[config.mk]
export PLATFORM = sky130hd
export DESIGN_NAME = port_vbus_power_gating
export DESIGN_NICKNAME = d
export VERILOG_FILES = /design/src/port_power_pkg.sv /design/src/port_vbus_power_gating.sv /design/src/input_sync.sv
export SDC_FILE = /design/constraint.sdc
export NUM_CORES = 1
export LEC_CHECK = 0
export BUFFER_PORTS_ARGS = -buffer_cell sky130_fd_sc_hd__buf_2
export CORE_UTILIZATION = 30
export CTS_BUF_LIST = sky130_fd_sc_hd__clkbuf_8
export CTS_CLUSTER_DIAMETER = 40
export DETAILED_ROUTE_END_ITERATION = 8
export HOLD_SLACK_MARGIN = 0.02
export PLACE_DENSITY = 0.52
export SYNTH_ARGS = -nofsm -noshare
export SYNTH_HDL_FRONTEND = slang
export SYNTH_SLANG_ARGS = --single-unit
[constraint.sdc]
create_clock -name CLK -period 4.2 [get_ports CLK]
set_input_delay 0.84 -clock CLK [delete_from_list [all_inputs] [get_ports CLK]]
set_output_delay 0.84 -clock CLK [all_outputs]
set_load 0.01 [all_outputs]
[src/port_power_pkg.sv]
package port_power_pkg;

    // Clock period of CLK
    localparam int unsigned CLK_PERIOD_NS = 50;

    // Least time the charging handshake runs before negotiation may begin
    localparam int unsigned HANDSHAKE_TIME_NS = 100000;
    localparam int unsigned HANDSHAKE_CYCLES  =
        (HANDSHAKE_TIME_NS + CLK_PERIOD_NS - 1) / CLK_PERIOD_NS;

    // Handshake counter width and terminal value
    localparam int unsigned HS_CNT_W = 11;
    localparam logic [HS_CNT_W-1:0] HS_CNT_LAST = HS_CNT_W'(HANDSHAKE_CYCLES - 1);
    localparam logic [HS_CNT_W-1:0] HS_CNT_RESET = 11'h000;

    // Synchronised input vector layout
    localparam int unsigned SYNC_W            = 5;
    localparam int unsigned SYNC_POS_REQUEST  = 0;
    localparam int unsigned SYNC_POS_INSERT_N = 1;
    localparam int unsigned SYNC_POS_MICRO_A  = 2;
    localparam int unsigned SYNC_POS_SINK     = 3;
    localparam int unsigned SYNC_POS_NEG_DONE = 4;

    // Synchroniser reset value; the insertion detect bit idles high
    localparam logic [SYNC_W-1:0] SYNC_RESET = 5'h02;

    // Sequencing of the sourcing path
    typedef enum logic [1:0] {
        ST_OFF,
        ST_HANDSHAKE,
        ST_NEGOTIATE
    } source_state_e;

endpackage

[src/port_vbus_power_gating.sv]
// Summary of operation
// - Request low while not a contracted sink switches the VBUS source enable off.
// - Once switched off by request, sourcing stays off until request rises again.
// - With insertion detect or micro-AB, request ignored unless a plug is inserted.
// - Controller enable output goes high to turn on the external port power controller.
// - Controller enable used only when the offered source capability is limited to 5 V.
// - With a charging controller, one enable turns on sourcing and handshake emulation.
// - Charging handshake completes before power delivery negotiation may begin.
// - In dedicated charging mode the handshake stays active after negotiation completes.
// - Reset input is active low and holds all port power logic in reset.
// - Low insertion detect input marks a standard-A plug as inserted.
`timescale 1ns/100ps

module port_vbus_power_gating (
    // Clock and reset
    input  wire logic CLK,
    input  wire logic RESETN,
    // Upstream request and plug presence
    input  wire logic UPSTREAM_PORT_POWER_REQUEST,
    input  wire logic INSERTION_DETECT_N,
    input  wire logic MICRO_A_PLUG_PRESENT,
    // Port status from the policy side
    input  wire logic SINK_CONTRACT_ACTIVE,
    input  wire logic NEGOTIATION_COMPLETE,
    // Static configuration straps
    input  wire logic INSERTION_DETECT_USED,
    input  wire logic MICRO_AB_RECEPTACLE,
    input  wire logic SOURCE_LIMITED_5V,
    input  wire logic CHARGING_CONTROLLER,
    input  wire logic DEDICATED_CHARGING_MODE,
    // Power path outputs
    output logic      VBUS_SOURCE_SWITCH_ENABLE,
    output logic      POWER_SWITCH_CONTROLLER_ENABLE,
    // Sequencing status
    output logic      HANDSHAKE_ACTIVE,
    output logic      NEGOTIATION_PERMIT
);

    logic [port_power_pkg::SYNC_W-1:0]   sync_in;
    logic [port_power_pkg::SYNC_W-1:0]   sync_q;
    logic                                req_s;
    logic                                insert_n_s;
    logic                                micro_a_s;
    logic                                sink_s;
    logic                                neg_done_s;
    logic                                plug_needed;
    logic                                plug_present;
    logic                                source_on;
    port_power_pkg::source_state_e       state_reg;
    port_power_pkg::source_state_e       state_next;
    logic [port_power_pkg::HS_CNT_W-1:0] hs_cnt_reg;
    logic [port_power_pkg::HS_CNT_W-1:0] hs_cnt_next;
    logic                                vbus_next;
    logic                                ctrl_next;
    logic                                hs_next;
    logic                                permit_next;

    // Gather asynchronous inputs for synchronisation
    always_comb begin
        sync_in = '0;
        sync_in[port_power_pkg::SYNC_POS_REQUEST]  = UPSTREAM_PORT_POWER_REQUEST;
        sync_in[port_power_pkg::SYNC_POS_INSERT_N] = INSERTION_DETECT_N;
        sync_in[port_power_pkg::SYNC_POS_MICRO_A]  = MICRO_A_PLUG_PRESENT;
        sync_in[port_power_pkg::SYNC_POS_SINK]     = SINK_CONTRACT_ACTIVE;
        sync_in[port_power_pkg::SYNC_POS_NEG_DONE] = NEGOTIATION_COMPLETE;
    end

    // Request and plug presence pass two flops before use
    input_sync #(
        .WIDTH     (port_power_pkg::SYNC_W),
        .RESET_VAL (port_power_pkg::SYNC_RESET)
    ) u_sync (
        .clk    (CLK),
        .resetn (RESETN),
        .d      (sync_in),
        .q      (sync_q)
    );

    // Split synchronised vector
    assign req_s      = sync_q[port_power_pkg::SYNC_POS_REQUEST];
    assign insert_n_s = sync_q[port_power_pkg::SYNC_POS_INSERT_N];
    assign micro_a_s  = sync_q[port_power_pkg::SYNC_POS_MICRO_A];
    assign sink_s     = sync_q[port_power_pkg::SYNC_POS_SINK];
    assign neg_done_s = sync_q[port_power_pkg::SYNC_POS_NEG_DONE];

    // Plug qualification of the request
    assign plug_needed  = INSERTION_DETECT_USED | MICRO_AB_RECEPTACLE;
    assign plug_present = (INSERTION_DETECT_USED & ~insert_n_s) | (MICRO_AB_RECEPTACLE & micro_a_s);

    // Sourcing decision and handshake sequencing
    always_comb begin
        vbus_next   = VBUS_SOURCE_SWITCH_ENABLE;
        state_next  = state_reg;
        hs_cnt_next = hs_cnt_reg;
        if (plug_needed && !plug_present) begin
            vbus_next = 1'b0;
        end else if (!req_s && !sink_s) begin
            vbus_next = 1'b0;
        end else if (req_s && !sink_s) begin
            vbus_next = 1'b1;
        end
        source_on = vbus_next;
        case (state_reg)
            port_power_pkg::ST_OFF: begin
                hs_cnt_next = port_power_pkg::HS_CNT_RESET;
                if (source_on && CHARGING_CONTROLLER) begin
                    state_next = port_power_pkg::ST_HANDSHAKE;
                end else if (source_on) begin
                    state_next = port_power_pkg::ST_NEGOTIATE;
                end
            end
            port_power_pkg::ST_HANDSHAKE: begin
                if (!source_on) begin
                    state_next = port_power_pkg::ST_OFF;
                end else if (hs_cnt_reg == port_power_pkg::HS_CNT_LAST) begin
                    state_next = port_power_pkg::ST_NEGOTIATE;
                end else begin
                    hs_cnt_next = hs_cnt_reg + 11'h001;
                end
            end
            port_power_pkg::ST_NEGOTIATE: begin
                if (!source_on) begin
                    state_next = port_power_pkg::ST_OFF;
                end
            end
            default: begin
                state_next = port_power_pkg::ST_OFF;
            end
        endcase
    end

    // Output next values
    always_comb begin
        ctrl_next   = source_on & SOURCE_LIMITED_5V;
        permit_next = (state_next == port_power_pkg::ST_NEGOTIATE);
        hs_next     = CHARGING_CONTROLLER & ctrl_next &
                      ((state_next == port_power_pkg::ST_HANDSHAKE) ||
                       ((state_next == port_power_pkg::ST_NEGOTIATE) &&
                        (!neg_done_s || DEDICATED_CHARGING_MODE)));
    end

    // Registers; reset drops every enable
    always_ff @(posedge CLK or negedge RESETN) begin
        if (!RESETN) begin
            state_reg                      <= port_power_pkg::ST_OFF;
            hs_cnt_reg                     <= port_power_pkg::HS_CNT_RESET;
            VBUS_SOURCE_SWITCH_ENABLE      <= 1'b0;
            POWER_SWITCH_CONTROLLER_ENABLE <= 1'b0;
            HANDSHAKE_ACTIVE               <= 1'b0;
            NEGOTIATION_PERMIT             <= 1'b0;
        end else begin
            state_reg                      <= state_next;
            hs_cnt_reg                     <= hs_cnt_next;
            VBUS_SOURCE_SWITCH_ENABLE      <= vbus_next;
            POWER_SWITCH_CONTROLLER_ENABLE <= ctrl_next;
            HANDSHAKE_ACTIVE               <= hs_next;
            NEGOTIATION_PERMIT             <= permit_next;
        end
    end

    // Low request while not a sink turns the source off next edge
    property p_req_low_off;
        @(posedge CLK) disable iff (!RESETN)
        (!req_s && !sink_s) |=> !VBUS_SOURCE_SWITCH_ENABLE;
    endproperty
    a_req_low_off: assert property (p_req_low_off) else $error("Source on after low request");

    // Source only rises after the request is seen high
    property p_stay_off;
        @(posedge CLK) disable iff (!RESETN)
        $rose(VBUS_SOURCE_SWITCH_ENABLE) |-> $past(req_s);
    endproperty
    a_stay_off: assert property (p_stay_off) else $error("Source rose without request");

    // No plug means no sourcing
    property p_plug_gate;
        @(posedge CLK) disable iff (!RESETN)
        (plug_needed && !plug_present) |=> !VBUS_SOURCE_SWITCH_ENABLE;
    endproperty
    a_plug_gate: assert property (p_plug_gate) else $error("Source on without plug");

    // Insertion detect low with high request powers the port
    property p_insert_low;
        @(posedge CLK) disable iff (!RESETN)
        (INSERTION_DETECT_USED && !MICRO_AB_RECEPTACLE && !insert_n_s && req_s && !sink_s)
            |=> VBUS_SOURCE_SWITCH_ENABLE;
    endproperty
    a_insert_low: assert property (p_insert_low) else $error("Inserted plug not powered");

    // Controller enable follows sourcing, gated by the strap of the edge that loaded both
    property p_ctrl_follow;
        @(posedge CLK) disable iff (!RESETN)
        POWER_SWITCH_CONTROLLER_ENABLE == (VBUS_SOURCE_SWITCH_ENABLE && $past(SOURCE_LIMITED_5V));
    endproperty
    a_ctrl_follow: assert property (p_ctrl_follow) else $error("Controller enable mismatch");

    // Controller enable never high without the 5 V limit
    property p_ctrl_5v;
        @(posedge CLK) disable iff (!RESETN)
        !SOURCE_LIMITED_5V |=> !POWER_SWITCH_CONTROLLER_ENABLE;
    endproperty
    a_ctrl_5v: assert property (p_ctrl_5v) else $error("Controller enabled above 5 V");

    // Handshake only while the controller is enabled
    property p_hs_with_ppc;
        @(posedge CLK) disable iff (!RESETN)
        HANDSHAKE_ACTIVE |-> POWER_SWITCH_CONTROLLER_ENABLE;
    endproperty
    a_hs_with_ppc: assert property (p_hs_with_ppc) else $error("Handshake without controller");

    // Negotiation permit is preceded by handshake with a charging controller
    property p_hs_first;
        @(posedge CLK) disable iff (!RESETN)
        (CHARGING_CONTROLLER && $rose(NEGOTIATION_PERMIT)) |-> $past(HANDSHAKE_ACTIVE, 2);
    endproperty
    a_hs_first: assert property (p_hs_first) else $error("Negotiation before handshake");

    // Dedicated mode keeps handshake after negotiation completes
    property p_dedicated_hold;
        @(posedge CLK) disable iff (!RESETN)
        (NEGOTIATION_PERMIT && DEDICATED_CHARGING_MODE && CHARGING_CONTROLLER &&
         POWER_SWITCH_CONTROLLER_ENABLE && $stable(NEGOTIATION_PERMIT) && $stable(SOURCE_LIMITED_5V))
            |-> HANDSHAKE_ACTIVE;
    endproperty
    a_dedicated_hold: assert property (p_dedicated_hold) else $error("Handshake dropped in dedicated mode");

    // Enables held low during reset
    property p_reset_low;
        @(posedge CLK)
        !RESETN |-> (!VBUS_SOURCE_SWITCH_ENABLE && !POWER_SWITCH_CONTROLLER_ENABLE);
    endproperty
    a_reset_low: assert property (p_reset_low) else $error("Enable high in reset");

    // Request change reaches the output three edges later
    property p_sync_delay;
        @(posedge CLK) disable iff (!RESETN)
        (!plug_needed && $fell(UPSTREAM_PORT_POWER_REQUEST) && !SINK_CONTRACT_ACTIVE)
            ##1 (!UPSTREAM_PORT_POWER_REQUEST && !SINK_CONTRACT_ACTIVE)[*2]
            |=> !VBUS_SOURCE_SWITCH_ENABLE;
    endproperty
    a_sync_delay: assert property (p_sync_delay) else $error("Request not synchronised as expected");

endmodule

[src/input_sync.sv]
`timescale 1ns/100ps

module input_sync #(
    parameter int unsigned         WIDTH     = 1,
    parameter logic [WIDTH-1:0]    RESET_VAL = '0
) (
    // Clock and reset
    input  wire logic              clk,
    input  wire logic              resetn,
    // Data
    input  wire logic [WIDTH-1:0]  d,
    output logic      [WIDTH-1:0]  q
);

    logic [WIDTH-1:0] meta_reg;
    logic [WIDTH-1:0] meta_next;
    logic [WIDTH-1:0] q_next;

    // Next values of the two stages; first stage feeds only the second
    always_comb begin
        meta_next = d;
        q_next    = meta_reg;
    end

    // Two flip-flop synchroniser stages
    always_ff @(posedge clk or negedge resetn) begin
        if (!resetn) begin
            meta_reg <= RESET_VAL;
            q        <= RESET_VAL;
        end else begin
            meta_reg <= meta_next;
            q        <= q_next;
        end
    end

endmodule

* Word level (Yosys, flattened, before mapping)
Index checks and enable logic that the tools add are counted.
** Word-level totals
- Register bits :: 27
- Bits in latches :: 0
- Bits in writable memories :: 0
- Bits in read-only memories :: 0
- Output and inout port bits :: 4
- Memories :: 0
** Cells by class
- Add/sub/neg operators :: 1
- Multiply operators :: 0
- Div/mod/pow operators :: 0
- $lt $le $gt $ge :: 0
- Equal/unequal tests :: 7
- Shift operators :: 0
- Muxes and demuxes :: 12
- Bitwise logic cells :: 8
- Reductions and logical operators :: 14
** Operators with widths (number)
- 11-bit two-way mux :: 2
- 11-bit case mux with 2 select lines :: 1
- 11-bit by 1-bit adder with 11-bit output (second input constant) :: 1
- 11-bit == test (second input constant) :: 1
- 2-bit two-way mux :: 5
- 2-bit case mux with 3 select lines :: 1
- 1-bit bitwise AND :: 5
- 1-bit logical AND :: 5
- 2-bit by 1-bit == test with 1-bit output (second input constant) :: 2
- 2-bit == test (second input constant) :: 2
- 1-bit logical NOT :: 4
- 2-bit inequality test (second input constant) :: 2
- 1-bit two-way mux :: 3
- 3-bit AND reduction :: 1
- 2-bit logical NOT :: 1
- 1-bit logical OR :: 2
- 1-bit OR :: 2
- 2-bit nonzero test :: 1
- 1-bit inverter :: 1

* Depth between registers and ports, before layout
- Depth after elaboration :: 13
- Depth in mapped cells :: 6
- Depth with buffers taken out :: 5

* By module
Synthesis repeated with hierarchy kept, for this count alone.
** Unflattened totals
- Cell total of the unflattened synthesis :: 113
- Area, all modules :: 1252.5 µm²
** Modules (own cells, without submodules)
- port_vbus_power_gating :: instances 1, cells an instance 103, area an instance 999.7 µm²
- input_sync :: instances 1, cells an instance 10, area an instance 252.7 µm²

* Least setup slack after synthesis
No wires, ideal clock.
- Path type :: input-to-reg
- Start :: input port INSERTION_DETECT_USED
- End :: register hs_cnt_reg[0] in the netlist's numbering
- Setup time :: 0.069 ns
- Data arrival time :: 1.916 ns
- Setup slack :: 2.215 ns
- Stages on the path :: 5
- Path through :: mux2i_1 -> o21ai_0 -> clkbuf_1 -> or4_1 -> nand3_1
** Between the ends
- Word-level cells in the longest chain between the ends :: 7
- Elaborated cells on any way between the ends :: 8
- Those cells by class :: eq/ne (1); mux (1); bitwise (3); reduce/logical (3)
** Ends and longest elaborated chain
- start, declared :: line port_vbus_power_gating.sv:26 : input wire logic INSERTION_DETECT_USED,
- 1-bit bitwise AND :: line port_vbus_power_gating.sv:88 : assign plug_present = (INSERTION_DETECT_USED & ~insert_n_s) | (MICRO_AB_RECEPTACLE & micro_a_s);
- 1-bit OR :: line port_vbus_power_gating.sv:88
- 1-bit logical NOT :: line port_vbus_power_gating.sv:95 : if (plug_needed && !plug_present) begin
- 1-bit logical AND (*) :: line port_vbus_power_gating.sv:95
- 1-bit two-way mux (*) :: line port_vbus_power_gating.sv:95
- 2-bit inequality test (no source line) (*)
- 3-bit AND reduction (no source line) (*)
- end signal, assigned :: line port_vbus_power_gating.sv:146 : hs_cnt_reg <= port_power_pkg::HS_CNT_RESET;
- end signal, assigned :: line port_vbus_power_gating.sv:153 : hs_cnt_reg <= hs_cnt_next;
- end, declared :: line port_vbus_power_gating.sv:51 : logic [port_power_pkg::HS_CNT_W-1:0] hs_cnt_reg;
Mark *: on every way between the ends. The rest lies on a longest branch, timed or not.
A chain may end at the register's enable or synchronous reset.

* Worst setup path in the final report
- Start :: register hs_cnt_reg[5] in the netlist's numbering
- End :: register hs_cnt_reg[5] in the netlist's numbering
** Between the ends
- Word-level cells in the longest chain between the ends :: 4
- Elaborated cells on any way between the ends :: 7
- Those cells by class :: add/sub (1); eq/ne (2); mux (3); reduce/logical (1)
** Ends and longest elaborated chain
- 11-bit by 1-bit adder with 11-bit output :: line port_vbus_power_gating.sv:118 : hs_cnt_next = hs_cnt_reg + 11'h001;
- 11-bit two-way mux :: line port_vbus_power_gating.sv:115 : end else if (hs_cnt_reg == port_power_pkg::HS_CNT_LAST) begin
- 11-bit two-way mux :: line port_vbus_power_gating.sv:113 : if (!source_on) begin
- 11-bit case mux with 2 select lines :: line port_vbus_power_gating.sv:103 : case (state_reg)
Several ways; a longest one is shown, not always the timed one. The select of a mux whose other input is x is not followed.

==> flow_summary.json <==
{
  "status": "finished, final reports clean",
  "cts_resized": 0,
  "synth_area_leaders": "dfrtp_1, dfstp_2, o21ai_0",
  "fin_skew_ns": 0.00580,
  "slew_violations": 0,
  "fin_area_um2": 1390,
  "layout_common_cells": "dfrtp_1, buf_2, o21ai_0, nand2_1, nor3_1",
  "cp_cell_sequence": "or3b_4, or3_1, and3_1, a221o_1",
  "tightest_slew_ns": 0.584,
  "rows": 22,
  "dpl-instance-area_um2": 1350,
  "largest_reg_flops": 11,
  "post-route-drc-count": 0,
  "vias": 973,
  "cts_made_buffers": 3,
  "critPathSlowestCell": "or3_1",
  "antenna_cells": 0,
  "crit_path_end_kind": "flop",
  "maxCapViolations": 0,
  "grt.overflow.total": 0,
  "antenna_found_initial": 0,
  "tns_ns": 0,
  "critPathLaunchType": "flop",
  "async_flop_share_pct": 100,
  "die_area_um2": 4360,
  "cts_tree": "done",
  "clock_path_buffers": 2,
  "nNetsFinal": 146,
  "synth_area_um2": 1230,
  "synth_seq_cells": 27,
  "wirelength_um": 2490,
  "clk-insertion-delay-late_ns": 0.27,
  "hold_class": "flop to flop",
  "wire_per_inst_um": 13.8,
  "synth_top_flop_cell": "dfrtp_1",
  "slowest_delay_ns": 0.50,
  "port_buffers": 15,
  "yosysUniqueCellTypes": 40,
  "antenna_left": 0,
  "yosysTopAreaCell": "dfrtp_1",
  "drive_gt1_share_pct": 18.9,
  "layout_commonest_cell": "dfrtp_1",
  "grt_usage_pct": 13.2,
  "slew_headroom_pct": 61.1,
  "gp_congestion": 0.822,
  "p_per_area_nw_per_um2": 332,
  "ys_seq_area_share_pct": 55.1,
  "cp_max_fo": 7,
  "peakVddDrop_mv": 0.204,
  "synthesis.nets": 132,
  "arrival_ns": 2.16,
  "synth_cells": 119,
  "root_buffer": "clkbuf_8",
  "rsz0062_at_grt": "no",
  "setup_viol": 0,
  "ys_warn_count": 0,
  "synth_area_per_cell_um2": 10.3,
  "critPathRequiredTime_ns": 4.37,
  "finalCritPeriodShare_pct": 47.5,
  "clkSinkCount": 27,
  "die_h_um": 66.1,
  "post_cts_buffers": 0,
  "power_leakage_nw": 0.589,
  "hpwl_um": 1730,
  "fp.dieW_um": 66.1,
  "grt_pass1_vias": 988,
  "crit_type": "flop to flop",
  "synth-edff-count": 0,
  "avgViaCountPerCell": 5.41,
  "dp_cells": 176,
  "finalHoldViolCount": 0,
  "grt_max_degree": 28,
  "drt_pass1_iterations": 4,
  "holdWs_ns": 0.355,
  "clk_pin_slew_ns": 0.09,
  "fmax_ghz": 0.501,
  "initialDrtViolationCount": 16,
  "cts_max_level": 1,
  "coreArea_um2": 3800,
  "syn_to_final_growth_pct": 13.0,
  "holdBufCountCts": 0,
  "final_cells": 180,
  "synth_top_area_share_pct": 50.8,
  "pin_count": 16,
  "min_period_ns": 2.00,
  "initial_core_util_pct": 32.4,
  "grt_pass1_wl_um": 4420
}
[power by group]
group          leakage [nW]  total, mW  internal (mW)  switching, mW
clock network        0.0269      0.145         0.0656         0.0797
registers             0.349      0.279          0.269        0.00911
logic                 0.213     0.0379         0.0142         0.0236
total                 0.589      0.462          0.349          0.112
[metrics by stage]
step / power [mW] / setup WS, ns / utilization [%]
2_1_floorplan: 0.302 / 2.22 / -
3_3_place_gp: 0.322 / 1.97 / 35.4
3_5_place_dp: 0.322 / 1.94 / 35.4
4_1_cts: 0.469 / 2.22 / 36.6
5_1_grt: 0.486 / 2.15 / 36.6
6_report: 0.462 / 2.20 / 36.6
[cell type report]
class,instances,area [um2]
Clock inverter,1,3.75
Inverter,3,11.3
Clock buffer,3,41.3
Sequential cell,27,678
Tap cell,48,60.1
Timing Repair Buffer,16,82.6
Multi-Input combinational cell,82,514
Fill cell,382,2410
[cells in the mapped netlist (all sizes together), types with 2 or more instances]
| library cell | instances |
|---|---|
| nor4 | 3 |
| o311ai | 2 |
| nand2 | 8 |
| or3 | 4 |
| nor2 | 5 |
| a221oi | 2 |
| inv | 3 |
| nor2b | 2 |
| clkbuf | 6 |
| nand3 | 6 |
| nor3 | 8 |
| dfstp | 2 |
| nand4 | 3 |
| nand2b | 2 |
| and2 | 3 |
| o21ai | 8 |
| a221o | 2 |
| dfrtp | 25 |
| a21oi | 3 |
| a31oi | 2 |
| o22ai | 2 |
[critical path: cells and delay by family, from the launching register on]
family             cells  cell delay [ns]
AOI/OAI and AO/OA      1             0.29
DFF                    1             0.46
and+or+nand+nor        3             1.13
[worst paths after layout]
path	start	end	slack, ns	cells past startpoint
max in group asynchronous	RESETN	u_sync.meta_reg[2]	3.26	1
hold reg to reg	u_sync.meta_reg[0]	u_sync.q[0]	0.35	0
setup / recovery	hs_cnt_reg[5]	hs_cnt_reg[5]	2.20	4
hold / removal	u_sync.meta_reg[0]	u_sync.q[0]	0.35	0
min in group asynchronous	RESETN	hs_cnt_reg[4]	0.55	1
setup reg to reg	hs_cnt_reg[5]	hs_cnt_reg[5]	2.20	4
[logic make-up (layout without fill, tap and decap cells)]
kind of cell             Yosys count  count (layout)  share of synthesized area [%]
AO/OA/AOI/OAI                     28              28                           15.7
adder cells (fa/ha/maj)            1               1                           1.02
buffers and inverters             10              23                           3.15
multiplexers                       2               2                           1.73
AND/OR/NAND/NOR                   51              51                           23.4
flip-flops                        27              27                           55.1
[layer usage]
layer,GRT usage [%],vias up,wire length [um]
li1,-,472,-
met3,2.07,4,82
met4,5.59,0,32
met2,21.8,23,1200
met5,0,-,0
met1,17.1,474,1180
Note: power is estimated with default switching activity, not from simulation.
